**src/hdl/asfc_pkg.sv**
```systemverilog
// Shared constants, register layout and types for the converter control block.
package asfc_pkg;

  // ****************************************
  // Clock and timing
  // ****************************************
  localparam int unsigned CLK_HZ = 40_000_000;
  localparam int unsigned CYC_PER_US = CLK_HZ / 1_000_000;
  // Read-to-ready return time; the figure is a plain default.
  localparam int unsigned DOUT_RETURN_NS = 100;
  localparam int unsigned DOUT_RETURN_RAW = DOUT_RETURN_NS * CYC_PER_US / 1000;
  localparam int unsigned DOUT_RETURN_CYC = (DOUT_RETURN_RAW < 1) ? 1 : DOUT_RETURN_RAW;
  // Pre-sampling delay settings in microseconds, 0 us to 8 ms.
  localparam int unsigned DELAY_US [8] = '{0, 32, 128, 320, 800, 1600, 4000, 8000};
  localparam int unsigned DELAY_CYC [8] = '{DELAY_US[0] * CYC_PER_US, DELAY_US[1] * CYC_PER_US,
    DELAY_US[2] * CYC_PER_US, DELAY_US[3] * CYC_PER_US, DELAY_US[4] * CYC_PER_US,
    DELAY_US[5] * CYC_PER_US, DELAY_US[6] * CYC_PER_US, DELAY_US[7] * CYC_PER_US};

  // ****************************************
  // Register addresses
  // ****************************************
  localparam logic [5:0] ADDR_STATUS = 6'h00;
  localparam logic [5:0] ADDR_ADC_MODE = 6'h01;
  localparam logic [5:0] ADDR_IF_MODE = 6'h02;
  localparam logic [5:0] ADDR_REG_CHECK = 6'h03;
  localparam logic [5:0] ADDR_DATA = 6'h04;
  localparam logic [5:0] ADDR_PIN_CONFIG = 6'h06;

  // ****************************************
  // Field positions and reset values
  // ****************************************
  localparam logic [15:0] ADC_MODE_RESET = 16'h2000;
  localparam int DELAY_LSB = 8;
  localparam logic [15:0] IF_MODE_RESET = 16'h0000;
  localparam int IF_STAGGER = 12;
  localparam int IF_HOLD_DOUT = 8;
  localparam int IF_APPEND = 6;
  localparam int IF_WATCH = 5;
  localparam int IF_CRC_EN_LSB = 2;
  localparam int IF_SHORT_WORD = 0;
  localparam logic [15:0] PIN_CONFIG_RESET = 16'h0800;
  localparam int PC_ALIGN_EN = 11;
  localparam int PC_FAULT_FN_LSB = 4;
  localparam int PC_FAULT_LEVEL = 3;
  localparam int PC_GP_EN = 2;
  localparam int PC_AUX1 = 1;
  localparam int PC_AUX0 = 0;
  localparam logic [1:0] FN_OFF = 2'h0;
  localparam logic [1:0] FN_INPUT = 2'h1;
  localparam logic [1:0] FN_OPEN_DRAIN = 2'h2;
  localparam logic [1:0] FN_GPO = 2'h3;
  localparam logic [7:0] CRC_POLY = 8'h07;
  localparam logic [5:0] LEN_BYTE = 6'h08;
  localparam logic [5:0] LEN_HALF = 6'h10;
  localparam logic [5:0] LEN_WORD = 6'h18;

  // ****************************************
  // Types
  // ****************************************
  typedef struct packed {
    logic [23:0] sample;
    logic [3:0] channel;
  } asfc_result_type;

  typedef enum logic [1:0] {ST_HOLD, ST_SETTLE, ST_CONVERT, ST_WAIT_ALIGN} asfc_conv_state_type;
  typedef enum logic [2:0] {PH_CMD, PH_WDATA, PH_WCRC, PH_RDATA, PH_DONE} asfc_link_phase_type;

endpackage

```
**src/hdl/asfc_control.sv**
```systemverilog
// Converter control: serial registers, alignment, delay, fault flags and aux pins.
`timescale 1ns/1ps
module asfc_control
  import asfc_pkg::*;
#(
  parameter int unsigned DELAY_CYCLES [8] = DELAY_CYC,
  parameter int CHANNELS = 16
) (
  input wire logic clk_sys,
  input wire logic rst,
  input wire logic sclk,
  input wire logic cs_n,
  input wire logic din,
  output logic dout_rdy,
  input wire logic align_pin,
  input wire logic fault_pin_in,
  output logic fault_pin_out,
  output logic fault_pin_oe,
  output logic aux_out0_pin,
  output logic aux_out1_pin,
  output logic aux_outputs_oe,
  input wire logic [CHANNELS-1:0] chan_enable,
  input wire asfc_result_type core_result,
  input wire logic core_result_valid,
  input wire logic core_range_level,
  output logic core_reset,
  output logic conv_start,
  output logic [3:0] conv_channel
);
  initial begin
    if (CHANNELS < 1 || CHANNELS > 16) $error("CHANNELS must be 1 to 16");
  end

  // ****************************************
  // Pin synchronisation and edges
  // ****************************************
  logic s_sclk, s_cs_n, s_din, s_align, s_fault;
  logic sclk_d, cs_d, align_d;
  logic sclk_rise, sclk_fall, cs_rise, align_fall;

  // All five pins idle high, so the synchroniser starts from that level.
  asfc_sync #(.WIDTH(5), .IDLE(5'h1f)) pin_sync (
    .clk_sys(clk_sys),
    .rst(rst),
    .async_in({sclk, cs_n, din, align_pin, fault_pin_in}),
    .sync_out({s_sclk, s_cs_n, s_din, s_align, s_fault})
  );

  // Edge history starts idle-high so reset itself makes no edge.
  always_ff @(posedge clk_sys) begin
    if (rst) begin
      sclk_d <= 1'b1;
      cs_d <= 1'b1;
      align_d <= 1'b1;
    end else begin
      sclk_d <= s_sclk;
      cs_d <= s_cs_n;
      align_d <= s_align;
    end
  end

  assign sclk_rise = s_sclk & ~sclk_d & ~s_cs_n;
  assign sclk_fall = ~s_sclk & sclk_d & ~s_cs_n;
  assign cs_rise = s_cs_n & ~cs_d;
  assign align_fall = ~s_align & align_d;

  // ****************************************
  // Registers and status
  // ****************************************
  logic [15:0] adc_mode, if_mode, pin_config, watch_snap;
  logic [23:0] data_word;
  logic [3:0] status_chan;
  logic rdy_n, conv_fault, crc_fault, reg_fault, watch_d;
  logic wr_strobe, crc_fail, read_load, read_done;
  logic [5:0] cmd_addr;
  logic [23:0] wr_data;
  logic [7:0] status_byte;
  logic [1:0] fault_fn;
  logic short_word, append, watch_on, any_fault, res_take;

  assign fault_fn = pin_config[PC_FAULT_FN_LSB +: 2];
  assign short_word = if_mode[IF_SHORT_WORD];
  assign append = if_mode[IF_APPEND];
  assign watch_on = if_mode[IF_WATCH];
  assign any_fault = conv_fault | crc_fault | reg_fault;
  assign status_byte = {rdy_n, conv_fault, crc_fault, reg_fault, status_chan};

  // Register writes land only after the whole word (and checksum) arrived.
  always_ff @(posedge clk_sys) begin
    if (rst) begin
      adc_mode <= ADC_MODE_RESET;
      if_mode <= IF_MODE_RESET;
      pin_config <= PIN_CONFIG_RESET;
    end else if (wr_strobe) begin
      if (cmd_addr == ADDR_ADC_MODE) adc_mode <= wr_data[15:0];
      if (cmd_addr == ADDR_IF_MODE) if_mode <= wr_data[15:0];
      if (cmd_addr == ADDR_PIN_CONFIG) pin_config <= wr_data[15:0];
    end
  end

  // Range fault is a live level; a data read has no effect on it.
  always_ff @(posedge clk_sys) begin
    if (rst) conv_fault <= 1'b0;
    else conv_fault <= core_range_level | ((fault_fn == FN_INPUT) & ~s_fault);
  end

  // A checksum failure in the same cycle as a status read still sets the flag.
  always_ff @(posedge clk_sys) begin
    if (rst) crc_fault <= 1'b0;
    else if (crc_fail) crc_fault <= 1'b1;
    else if (read_load && cmd_addr == ADDR_STATUS) crc_fault <= 1'b0;
  end

  // Snapshot taken when watching starts; disabling the watch clears the flag.
  always_ff @(posedge clk_sys) begin
    if (rst) begin
      watch_d <= 1'b0;
      watch_snap <= '0;
      reg_fault <= 1'b0;
    end else begin
      watch_d <= watch_on;
      if (watch_on && !watch_d) watch_snap <= adc_mode ^ pin_config;
      if (!watch_on) reg_fault <= 1'b0;
      else if (watch_d && watch_snap != (adc_mode ^ pin_config)) reg_fault <= 1'b1;
    end
  end

  // New result updates data and drops ready; a data read raises ready again.
  always_ff @(posedge clk_sys) begin
    if (rst) begin
      data_word <= '0;
      status_chan <= '0;
      rdy_n <= 1'b1;
    end else if (res_take) begin
      status_chan <= core_result.channel;
      rdy_n <= 1'b0;
      if (short_word) begin
        // Round half up, saturating at full scale.
        if (&core_result.sample[23:8]) data_word <= {8'h00, core_result.sample[23:8]};
        else data_word <= {8'h00, core_result.sample[23:8] + 16'(core_result.sample[7])};
      end else begin
        data_word <= core_result.sample;
      end
    end else if (read_done && cmd_addr == ADDR_DATA) begin
      rdy_n <= 1'b1;
    end
  end

  // ****************************************
  // Serial link
  // ****************************************
  asfc_link_phase_type phase;
  logic [5:0] bit_cnt, xfer_len, next_len;
  logic [23:0] shift_in;
  logic [31:0] shift_out, next_word;
  logic [7:0] crc, next_crc, cmd_byte;
  logic [15:0] pin_view;
  logic dout_bit, data_mode;
  logic [7:0] return_cnt;

  assign cmd_byte = {shift_in[6:0], s_din};
  assign next_crc = {crc[6:0], 1'b0} ^ ((crc[7] ^ s_din) ? CRC_POLY : 8'h00);

  // Level bit mirrors the pin while it is an input.
  always_comb begin
    pin_view = pin_config;
    if (fault_fn == FN_INPUT) pin_view[PC_FAULT_LEVEL] = s_fault;
  end

  // Read words are left aligned; status trails the data when appended.
  always_comb begin
    next_word = '0;
    next_len = LEN_BYTE;
    case ((phase == PH_CMD) ? cmd_byte[5:0] : cmd_addr) // The shifter moves on after the command, so use the kept address.
      ADDR_STATUS: next_word = {status_byte, 24'h000000};
      ADDR_ADC_MODE: begin
        next_word = {adc_mode, 16'h0000};
        next_len = LEN_HALF;
      end
      ADDR_IF_MODE: begin
        next_word = {if_mode, 16'h0000};
        next_len = LEN_HALF;
      end
      ADDR_REG_CHECK: begin
        next_word = {8'h00, watch_snap, 8'h00};
        next_len = LEN_WORD;
      end
      ADDR_PIN_CONFIG: begin
        next_word = {pin_view, 16'h0000};
        next_len = LEN_HALF;
      end
      ADDR_DATA: begin
        if (short_word) begin
          next_word = {data_word[15:0], status_byte, 8'h00};
          next_len = append ? LEN_WORD : LEN_HALF;
        end else begin
          next_word = {data_word, status_byte};
          next_len = append ? 6'h20 : LEN_WORD;
        end
      end
      default: next_word = '0;
    endcase
  end

  // Bits are taken on SCLK rising edges; frames restart while chip select is high.
  always_ff @(posedge clk_sys) begin
    if (rst || s_cs_n) begin
      phase <= PH_CMD;
      bit_cnt <= '0;
      crc <= '0;
      shift_in <= '0;
      xfer_len <= LEN_BYTE;
      cmd_addr <= ADDR_STATUS;
      wr_strobe <= 1'b0;
      crc_fail <= 1'b0;
      read_load <= 1'b0;
      read_done <= 1'b0;
    end else begin
      wr_strobe <= 1'b0;
      crc_fail <= 1'b0;
      read_load <= 1'b0;
      read_done <= 1'b0;
      if (sclk_rise) begin
        shift_in <= {shift_in[22:0], s_din};
        crc <= next_crc;
        bit_cnt <= bit_cnt + 1'b1;
        case (phase)
          PH_CMD: begin
            if (bit_cnt == LEN_BYTE - 1'b1) begin
              bit_cnt <= '0;
              cmd_addr <= cmd_byte[5:0];
              // A command with its enable bit high is dropped.
              if (cmd_byte[7]) phase <= PH_CMD;
              else if (cmd_byte[6]) begin
                phase <= PH_RDATA;
                xfer_len <= next_len;
                read_load <= 1'b1;
              end else begin
                phase <= PH_WDATA;
                xfer_len <= (cmd_byte[5:0] == ADDR_STATUS) ? LEN_BYTE : LEN_HALF;
              end
            end
          end
          PH_WDATA: begin
            if (bit_cnt == xfer_len - 1'b1) begin
              bit_cnt <= '0;
              wr_data <= {shift_in[22:0], s_din};
              if (|if_mode[IF_CRC_EN_LSB +: 2]) phase <= PH_WCRC;
              else begin
                phase <= PH_DONE;
                wr_strobe <= 1'b1;
              end
            end
          end
          PH_WCRC: begin
            // Feeding the sent checksum through the divider leaves zero on a match.
            if (bit_cnt == LEN_BYTE - 1'b1) begin
              phase <= PH_DONE;
              wr_strobe <= (next_crc == 8'h00);
              crc_fail <= (next_crc != 8'h00);
            end
          end
          PH_RDATA: begin
            if (bit_cnt == xfer_len - 1'b1) begin
              phase <= PH_DONE;
              read_done <= 1'b1;
            end
          end
          default: phase <= PH_DONE;
        endcase
      end
    end
  end

  // Read data leaves on SCLK falling edges, MSB first; the first fall re-drives the MSB so no bit is skipped.
  always_ff @(posedge clk_sys) begin
    if (rst) begin
      shift_out <= '0;
      dout_bit <= 1'b1;
    end else if (read_load) begin
      shift_out <= next_word;
      dout_bit <= next_word[31];
    end else if (sclk_fall && phase == PH_RDATA) begin
      shift_out <= {shift_out[30:0], 1'b0};
      dout_bit <= shift_out[31];
    end
  end

  // The shared pin leaves data mode after a short time, or at deselect if held.
  always_ff @(posedge clk_sys) begin
    if (rst) begin
      data_mode <= 1'b0;
      return_cnt <= '0;
    end else if (read_load) begin
      data_mode <= 1'b1;
      return_cnt <= '0;
    end else if (cs_rise) begin
      data_mode <= 1'b0;
    end else if (read_done && !if_mode[IF_HOLD_DOUT]) begin
      return_cnt <= 8'(DOUT_RETURN_CYC);
    end else if (return_cnt != '0) begin
      return_cnt <= return_cnt - 1'b1;
      if (return_cnt == 8'h01) data_mode <= 1'b0;
    end
  end

  always_ff @(posedge clk_sys) begin
    if (rst) dout_rdy <= 1'b1;
    else dout_rdy <= data_mode ? dout_bit : rdy_n;
  end

  // ****************************************
  // Pins driven from configuration
  // ****************************************
  always_ff @(posedge clk_sys) begin
    if (rst) begin
      aux_out0_pin <= 1'b0;
      aux_out1_pin <= 1'b0;
      aux_outputs_oe <= 1'b0;
      fault_pin_out <= 1'b0;
      fault_pin_oe <= 1'b0;
    end else begin
      aux_out0_pin <= pin_config[PC_AUX0];
      aux_out1_pin <= pin_config[PC_AUX1];
      aux_outputs_oe <= pin_config[PC_GP_EN];
      case (fault_fn)
        FN_GPO: begin
          fault_pin_out <= pin_config[PC_FAULT_LEVEL];
          fault_pin_oe <= 1'b1;
        end
        FN_OPEN_DRAIN: begin
          // Only ever pulls low; the pull-up owns the high level.
          fault_pin_out <= 1'b0;
          fault_pin_oe <= any_fault;
        end
        default: begin
          fault_pin_out <= 1'b0;
          fault_pin_oe <= 1'b0;
        end
      endcase
    end
  end

  // ****************************************
  // Conversion sequencing and alignment
  // ****************************************
  asfc_conv_state_type state;
  logic settle_start, settle_done, align_en, stagger, multi;
  logic [3:0] first_chan, next_chan;

  assign align_en = pin_config[PC_ALIGN_EN];
  assign stagger = if_mode[IF_STAGGER];
  assign multi = $countones(chan_enable) > 1;
  assign res_take = (state == ST_CONVERT) && core_result_valid;

  // Lowest enabled channel, and the next enabled one after the current, wrapping.
  always_comb begin
    first_chan = '0;
    next_chan = '0;
    for (int i = CHANNELS - 1; i >= 0; i--) begin
      if (chan_enable[i]) first_chan = 4'(i);
    end
    next_chan = first_chan;
    for (int i = CHANNELS - 1; i >= 0; i--) begin
      if (chan_enable[i] && 4'(i) > conv_channel) next_chan = 4'(i);
    end
  end

  asfc_settle_timer #(.DELAY_CYCLES(DELAY_CYCLES)) settle (
    .clk_sys(clk_sys),
    .rst(rst),
    .start(settle_start),
    .abort(state == ST_HOLD),
    .sel(adc_mode[DELAY_LSB +: 3]),
    .done(settle_done)
  );

  // One state process drives the core's reset, start and channel select.
  always_ff @(posedge clk_sys) begin
    if (rst) begin
      state <= ST_HOLD;
      conv_channel <= '0;
      settle_start <= 1'b0;
      conv_start <= 1'b0;
      core_reset <= 1'b1;
    end else begin
      settle_start <= 1'b0;
      conv_start <= 1'b0;
      if (align_en && !stagger && align_fall) begin
        state <= ST_HOLD;
        conv_channel <= first_chan;
        core_reset <= 1'b1;
      end else begin
        case (state)
          ST_HOLD: begin
            // Released on the first clock after the pin is seen high.
            if (s_align || !align_en) begin
              state <= ST_SETTLE;
              settle_start <= 1'b1;
              core_reset <= 1'b0;
            end
          end
          ST_SETTLE: begin
            if (settle_done) begin
              state <= ST_CONVERT;
              conv_start <= 1'b1;
            end
          end
          ST_CONVERT: begin
            if (core_result_valid) begin
              if (stagger && !s_align) begin
                conv_channel <= next_chan;
                state <= ST_WAIT_ALIGN;
              end else if (align_en && !stagger && !multi) begin
                state <= ST_WAIT_ALIGN;
              end else begin
                conv_channel <= next_chan;
                state <= ST_SETTLE;
                settle_start <= 1'b1;
              end
            end
          end
          ST_WAIT_ALIGN: begin
            // Staggered mode resumes on align high; single-shot waits for the next fall.
            if ((stagger && s_align) || (!stagger && !align_en)) begin
              state <= ST_SETTLE;
              settle_start <= 1'b1;
            end
          end
          default: state <= ST_HOLD;
        endcase
      end
    end
  end
endmodule

```
**src/hdl/asfc_settle_timer.sv**
```systemverilog
// Programmable pre-sampling delay timer.
`timescale 1ns/1ps
module asfc_settle_timer #(
  parameter int unsigned DELAY_CYCLES [8] = asfc_pkg::DELAY_CYC,
  parameter int CW = 20
) (
  input wire logic clk_sys,
  input wire logic rst,
  input wire logic start,
  input wire logic abort,
  input wire logic [2:0] sel,
  output logic done
);
  logic [CW-1:0] count;
  logic busy;

  initial begin
    for (int i = 0; i < 8; i++) begin
      if (DELAY_CYCLES[i] >= (64'd1 << CW)) $error("settle timer counter too narrow");
    end
  end

  // A zero setting still costs one cycle so the start pulse and done never coincide.
  always_ff @(posedge clk_sys) begin
    if (rst || abort) begin
      count <= '0;
      busy <= 1'b0;
      done <= 1'b0;
    end else if (start) begin
      count <= CW'(DELAY_CYCLES[sel]);
      busy <= 1'b1;
      done <= 1'b0;
    end else if (busy && count == '0) begin
      busy <= 1'b0;
      done <= 1'b1;
    end else begin
      count <= busy ? count - 1'b1 : count;
      done <= 1'b0;
    end
  end
endmodule

```
**src/hdl/asfc_sync.sv**
```systemverilog
// Two-flop synchroniser for a group of asynchronous inputs.
`timescale 1ns/1ps
module asfc_sync #(
  parameter int WIDTH = 1,
  parameter logic [WIDTH-1:0] IDLE = '0
) (
  input wire logic clk_sys,
  input wire logic rst,
  input wire logic [WIDTH-1:0] async_in,
  output logic [WIDTH-1:0] sync_out
);
  logic [WIDTH-1:0] stage1;

  // The first stage feeds only the second stage; reset shows the pins' idle level so no false edge follows.
  always_ff @(posedge clk_sys) begin
    if (rst) begin
      stage1 <= IDLE;
      sync_out <= IDLE;
    end else begin
      stage1 <= async_in;
      sync_out <= stage1;
    end
  end
endmodule
```
**config.mk**
```make
export PLATFORM = sky130hd
export DESIGN_NAME = asfc_control
export DESIGN_NICKNAME = d
export VERILOG_FILES = /design/src/hdl/asfc_pkg.sv /design/src/hdl/asfc_control.sv /design/src/hdl/asfc_settle_timer.sv /design/src/hdl/asfc_sync.sv
export SDC_FILE = /design/constraint.sdc
export NUM_CORES = 1
export LEC_CHECK = 0
export ABC_AREA = 0
export BUFFER_PORTS_ARGS = -buffer_cell sky130_fd_sc_hd__buf_2
export CAP_MARGIN = 20
export CORE_MARGIN = 5
export CORE_UTILIZATION = 40
export CTS_BUF_LIST = sky130_fd_sc_hd__clkbuf_8
export CTS_CLUSTER_DIAMETER = 40
export DETAILED_ROUTE_END_ITERATION = 8
export GPL_TIMING_DRIVEN = 1
export PLACE_DENSITY = 0.58
export SETUP_SLACK_MARGIN = 0.02
export SLEW_MARGIN = 20
export SYNTH_ARGS = -nofsm -noshare
export SYNTH_HDL_FRONTEND = slang
export SYNTH_SLANG_ARGS = --single-unit
```
**constraint.sdc**
```tcl
create_clock -name clk_sys -period 5.59 [get_ports clk_sys]
set_clock_uncertainty 0.2 [all_clocks]
set_input_delay 1.118 -clock clk_sys [delete_from_list [all_inputs] [get_ports clk_sys]]
set_output_delay 1.118 -clock clk_sys [all_outputs]
set_load 0.02 [all_outputs]
```
==> impl_metrics.json <==
{
  "outcome": "finished clean",
  "drtPass1Iterations": 5,
  "drt-initial-drc-count": 772,
  "synth_area_leaders": "dfxtp_1 37%, mux2i_1 7.3%, nor2_1 6.1%",
  "vias": 10900,
  "min_path_type": "reg2reg",
  "worst_skew_pair.late_latency_ps": 570,
  "finalSetupTns_ps": 0,
  "required_ps": 5840,
  "ys_seq_area_frac": 0.408,
  "vdd_drop_max_mv": 0.214,
  "post-route-period-util": 0.918,
  "max_stage_delay_ps": 540,
  "grt_first_pass_wirelength_um": 57500,
  "crit_type": "in2reg",
  "dp.final_hpwl_um": 25200,
  "die_x_um": 188,
  "placed_cells": 1858,
  "async_flop_share": 0,
  "antenna_cells": 0,
  "cts.path.max_buffers": 3,
  "synthXorXnorAreaFrac": 0.0523,
  "ys_warn_count": 0,
  "place_area_um2": 13400,
  "cp_data_arrival_time_ps": 5380,
  "cts.sink_count": 250,
  "postRouteAntennaNets": 0,
  "fin_area_um2": 14300,
  "syn_area_um2": 12700,
  "htreeDepth": 2,
  "drive_gt1_frac": 0.139,
  "cts_root_buffer": "clkbuf_8",
  "startpoint_type": "input port",
  "relSlewSlack": 0.336,
  "cp_common_cell": "fa_1",
  "rows": 65,
  "crit_chain": "buf_2 > fa_1 > inv_1 > fa_1 > fa_1 > fa_1 > inv_1 > ha_1 > inv_1 > fa_1 > or4b_1 > o21ai_1 > or2_2 > o31ai_1 > a211oi_1",
  "worstPathMaxFanout": 5,
  "start_util": 0.403,
  "yosys.cell_count.top_type": "dfxtp_1",
  "cts_buffers": 45,
  "syn_nets": 1528,
  "synth_top_area_frac": 0.370,
  "clkTransAtPathRegs_ps": 60,
  "fin_cells": 1938,
  "synthTopCellsByCount": "234 x dfxtp_1, 206 x nor2_1, 104 x nand2_1",
  "synthSimpleGateAreaFrac": 0.197,
  "die_y_um": 188,
  "yosysTopAreaCell": "dfxtp_1",
  "ys_ff_latch": 250,
  "area_growth_pct": 13.1,
  "synthAdderAreaFrac": 0.0395,
  "cts_tree": "done",
  "path_buf_inv": 4,
  "gp_congestion": 0.885,
  "first_global_vias": 10500,
  "synth_compound_area_frac": 0.179,
  "vias_per_cell": 5.60,
  "setup_violations": 0,
  "core_area_um2": 31400,
  "tightestPinTransition_ps": 991,
  "timing.final.crit_period_ps": 5130,
  "overflow": 0,
  "wl_um": 35800,
  "synth_edf_count": 16,
  "fillers": 3122,
  "end_kind": "flop",
  "final_net_count": 1590,
  "holdBufCountCts": 0,
  "grt_max_degree": 79,
  "port_buffers": 64,
  "track_usage": 0.198,
  "maxClockFrequency_ghz": 0.195,
  "leakage_nw": 5.61,
  "die_area_um2": 35300,
  "io_pins": 65,
  "slowest_stage": "fa_1",
  "drv_cap": 0,
  "avgSynthCellArea_um2": 8.79,
  "ys.flop_type": "dfxtp_1",
  "drv_slew": 0,
  "synth_top_family_by_area": "simple AND/OR/NAND/NOR gates",
  "hold_viol": 0,
  "drc": 0,
  "ctsResizeCount": 0,
  "rsz0062_at_grt": "false",
  "synth_cell_type_count": 84,
  "power.density_nw_per_um2": 291,
  "synthMuxAreaShare": 0.0822,
  "antenna_found_initial": 1,
  "syn_inst": 1441,
  "post_cts_buffers": 0,
  "cpLargestDelayFamily": "adder cells",
  "wl_per_cell_um": 18.5
}
## report_power, final
part | internal [mW] | total, mW | switching [mW]
registers | 1.84 | 1.90 | 0.0527
clock network | 0.982 | 1.76 | 0.779
logic | 0.214 | 0.512 | 0.297
## cell families (layout without fill, tap and decap cells)
group | count (synthesis) | count (layout)
DFF | 250 | 250
adders and majority gates | 34 | 34
muxes | 102 | 102
buffers and inverters | 131 | 226
AOI/OAI and AO/OA | 337 | 337
xor gates and xnor gates | 74 | 74
and+or+nand+nor | 513 | 513
## state kept, by name, summed over array words and instances, names as in the netlist, 6 cells and up
register,flops
adc_mode,16
bit_cnt,6
cmd_addr,6
crc,8
data_word,24
if_mode,16
pin_config,16
return_cnt,8
settle.count,20
shift_in,15
shift_out,32
watch_snap,16
wr_data,16
## routing by layer
metal,wire length (µm),global-route usage
met1,16500,0.274
met2,16300,0.316
met3,2060,0.0346
met4,956,0.0610
met5,7,0
## final timing paths
| kind | slack [ps] | endpoint | from | cells after the start |
|---|---|---|---|---|
| worst max-delay path | 460 | conv_channel[0] | chan_enable[0] | 15 |
| worst min register to register | 210 | pin_sync.sync_out[3] | pin_sync.stage1[3] | 1 |
| worst min-delay path | 210 | pin_sync.sync_out[3] | pin_sync.stage1[3] | 1 |
| worst max register to register | 2610 | shift_out[28] | phase[0] | 7 |
## stage by stage
stage	utilization	hold WS (ps)	setup slack [ps]	total power [mW]
after floorplan	-	189	260	2.30
after global placement	0.427	204	-44.2	2.43
after detailed placement	0.427	203	-109	2.44
after CTS	0.456	217	460	4.22
after global routing	0.456	231	178	4.38
final	0.456	214	461	4.17
## area by class of cell
cell class / count / area [µm²] / area share
tap: 402 / 503 / 0.0351
timing repair buffer: 96 / 563 / 0.0393
clock buffer: 51 / 702 / 0.0490
multi-input combinational: 1060 / 6970 / 0.487
sequential: 250 / 5170 / 0.361
inverter: 50 / 188 / 0.0131
clock inverter: 29 / 231 / 0.0162
## worst reg2reg max path, cell delays in order (launching register included)
cell and delay, ps:
dfxtp_1 420, nor3_4 430, mux2i_2 250, buf_4 340, nand4_4 400, o221a_1 340, a21boi_1 130, a2111oi_2 360
## cells in the final DEF, fill, tap and decap left out, types with 16 or more instances in the layout
| cell type | count |
|---|---|
| nor3_1 | 28 |
| o21ai_0 | 47 |
| inv_1 | 64 |
| nor2b_1 | 19 |
| buf_2 | 63 |
| nand4_1 | 18 |
| clkbuf_8 | 51 |
| edfxtp_1 | 16 |
| a211oi_1 | 34 |
| mux2i_1 | 91 |
| xor2_1 | 26 |
| xnor2_1 | 47 |
| nand3_1 | 27 |
| ha_1 | 24 |
| buf_4 | 33 |
| dfxtp_1 | 233 |
| nor2_1 | 205 |
| nand2_1 | 104 |
| and3_1 | 26 |
| a21oi_1 | 94 |
| o22ai_1 | 25 |
Power figures use the tool's default switching activity.
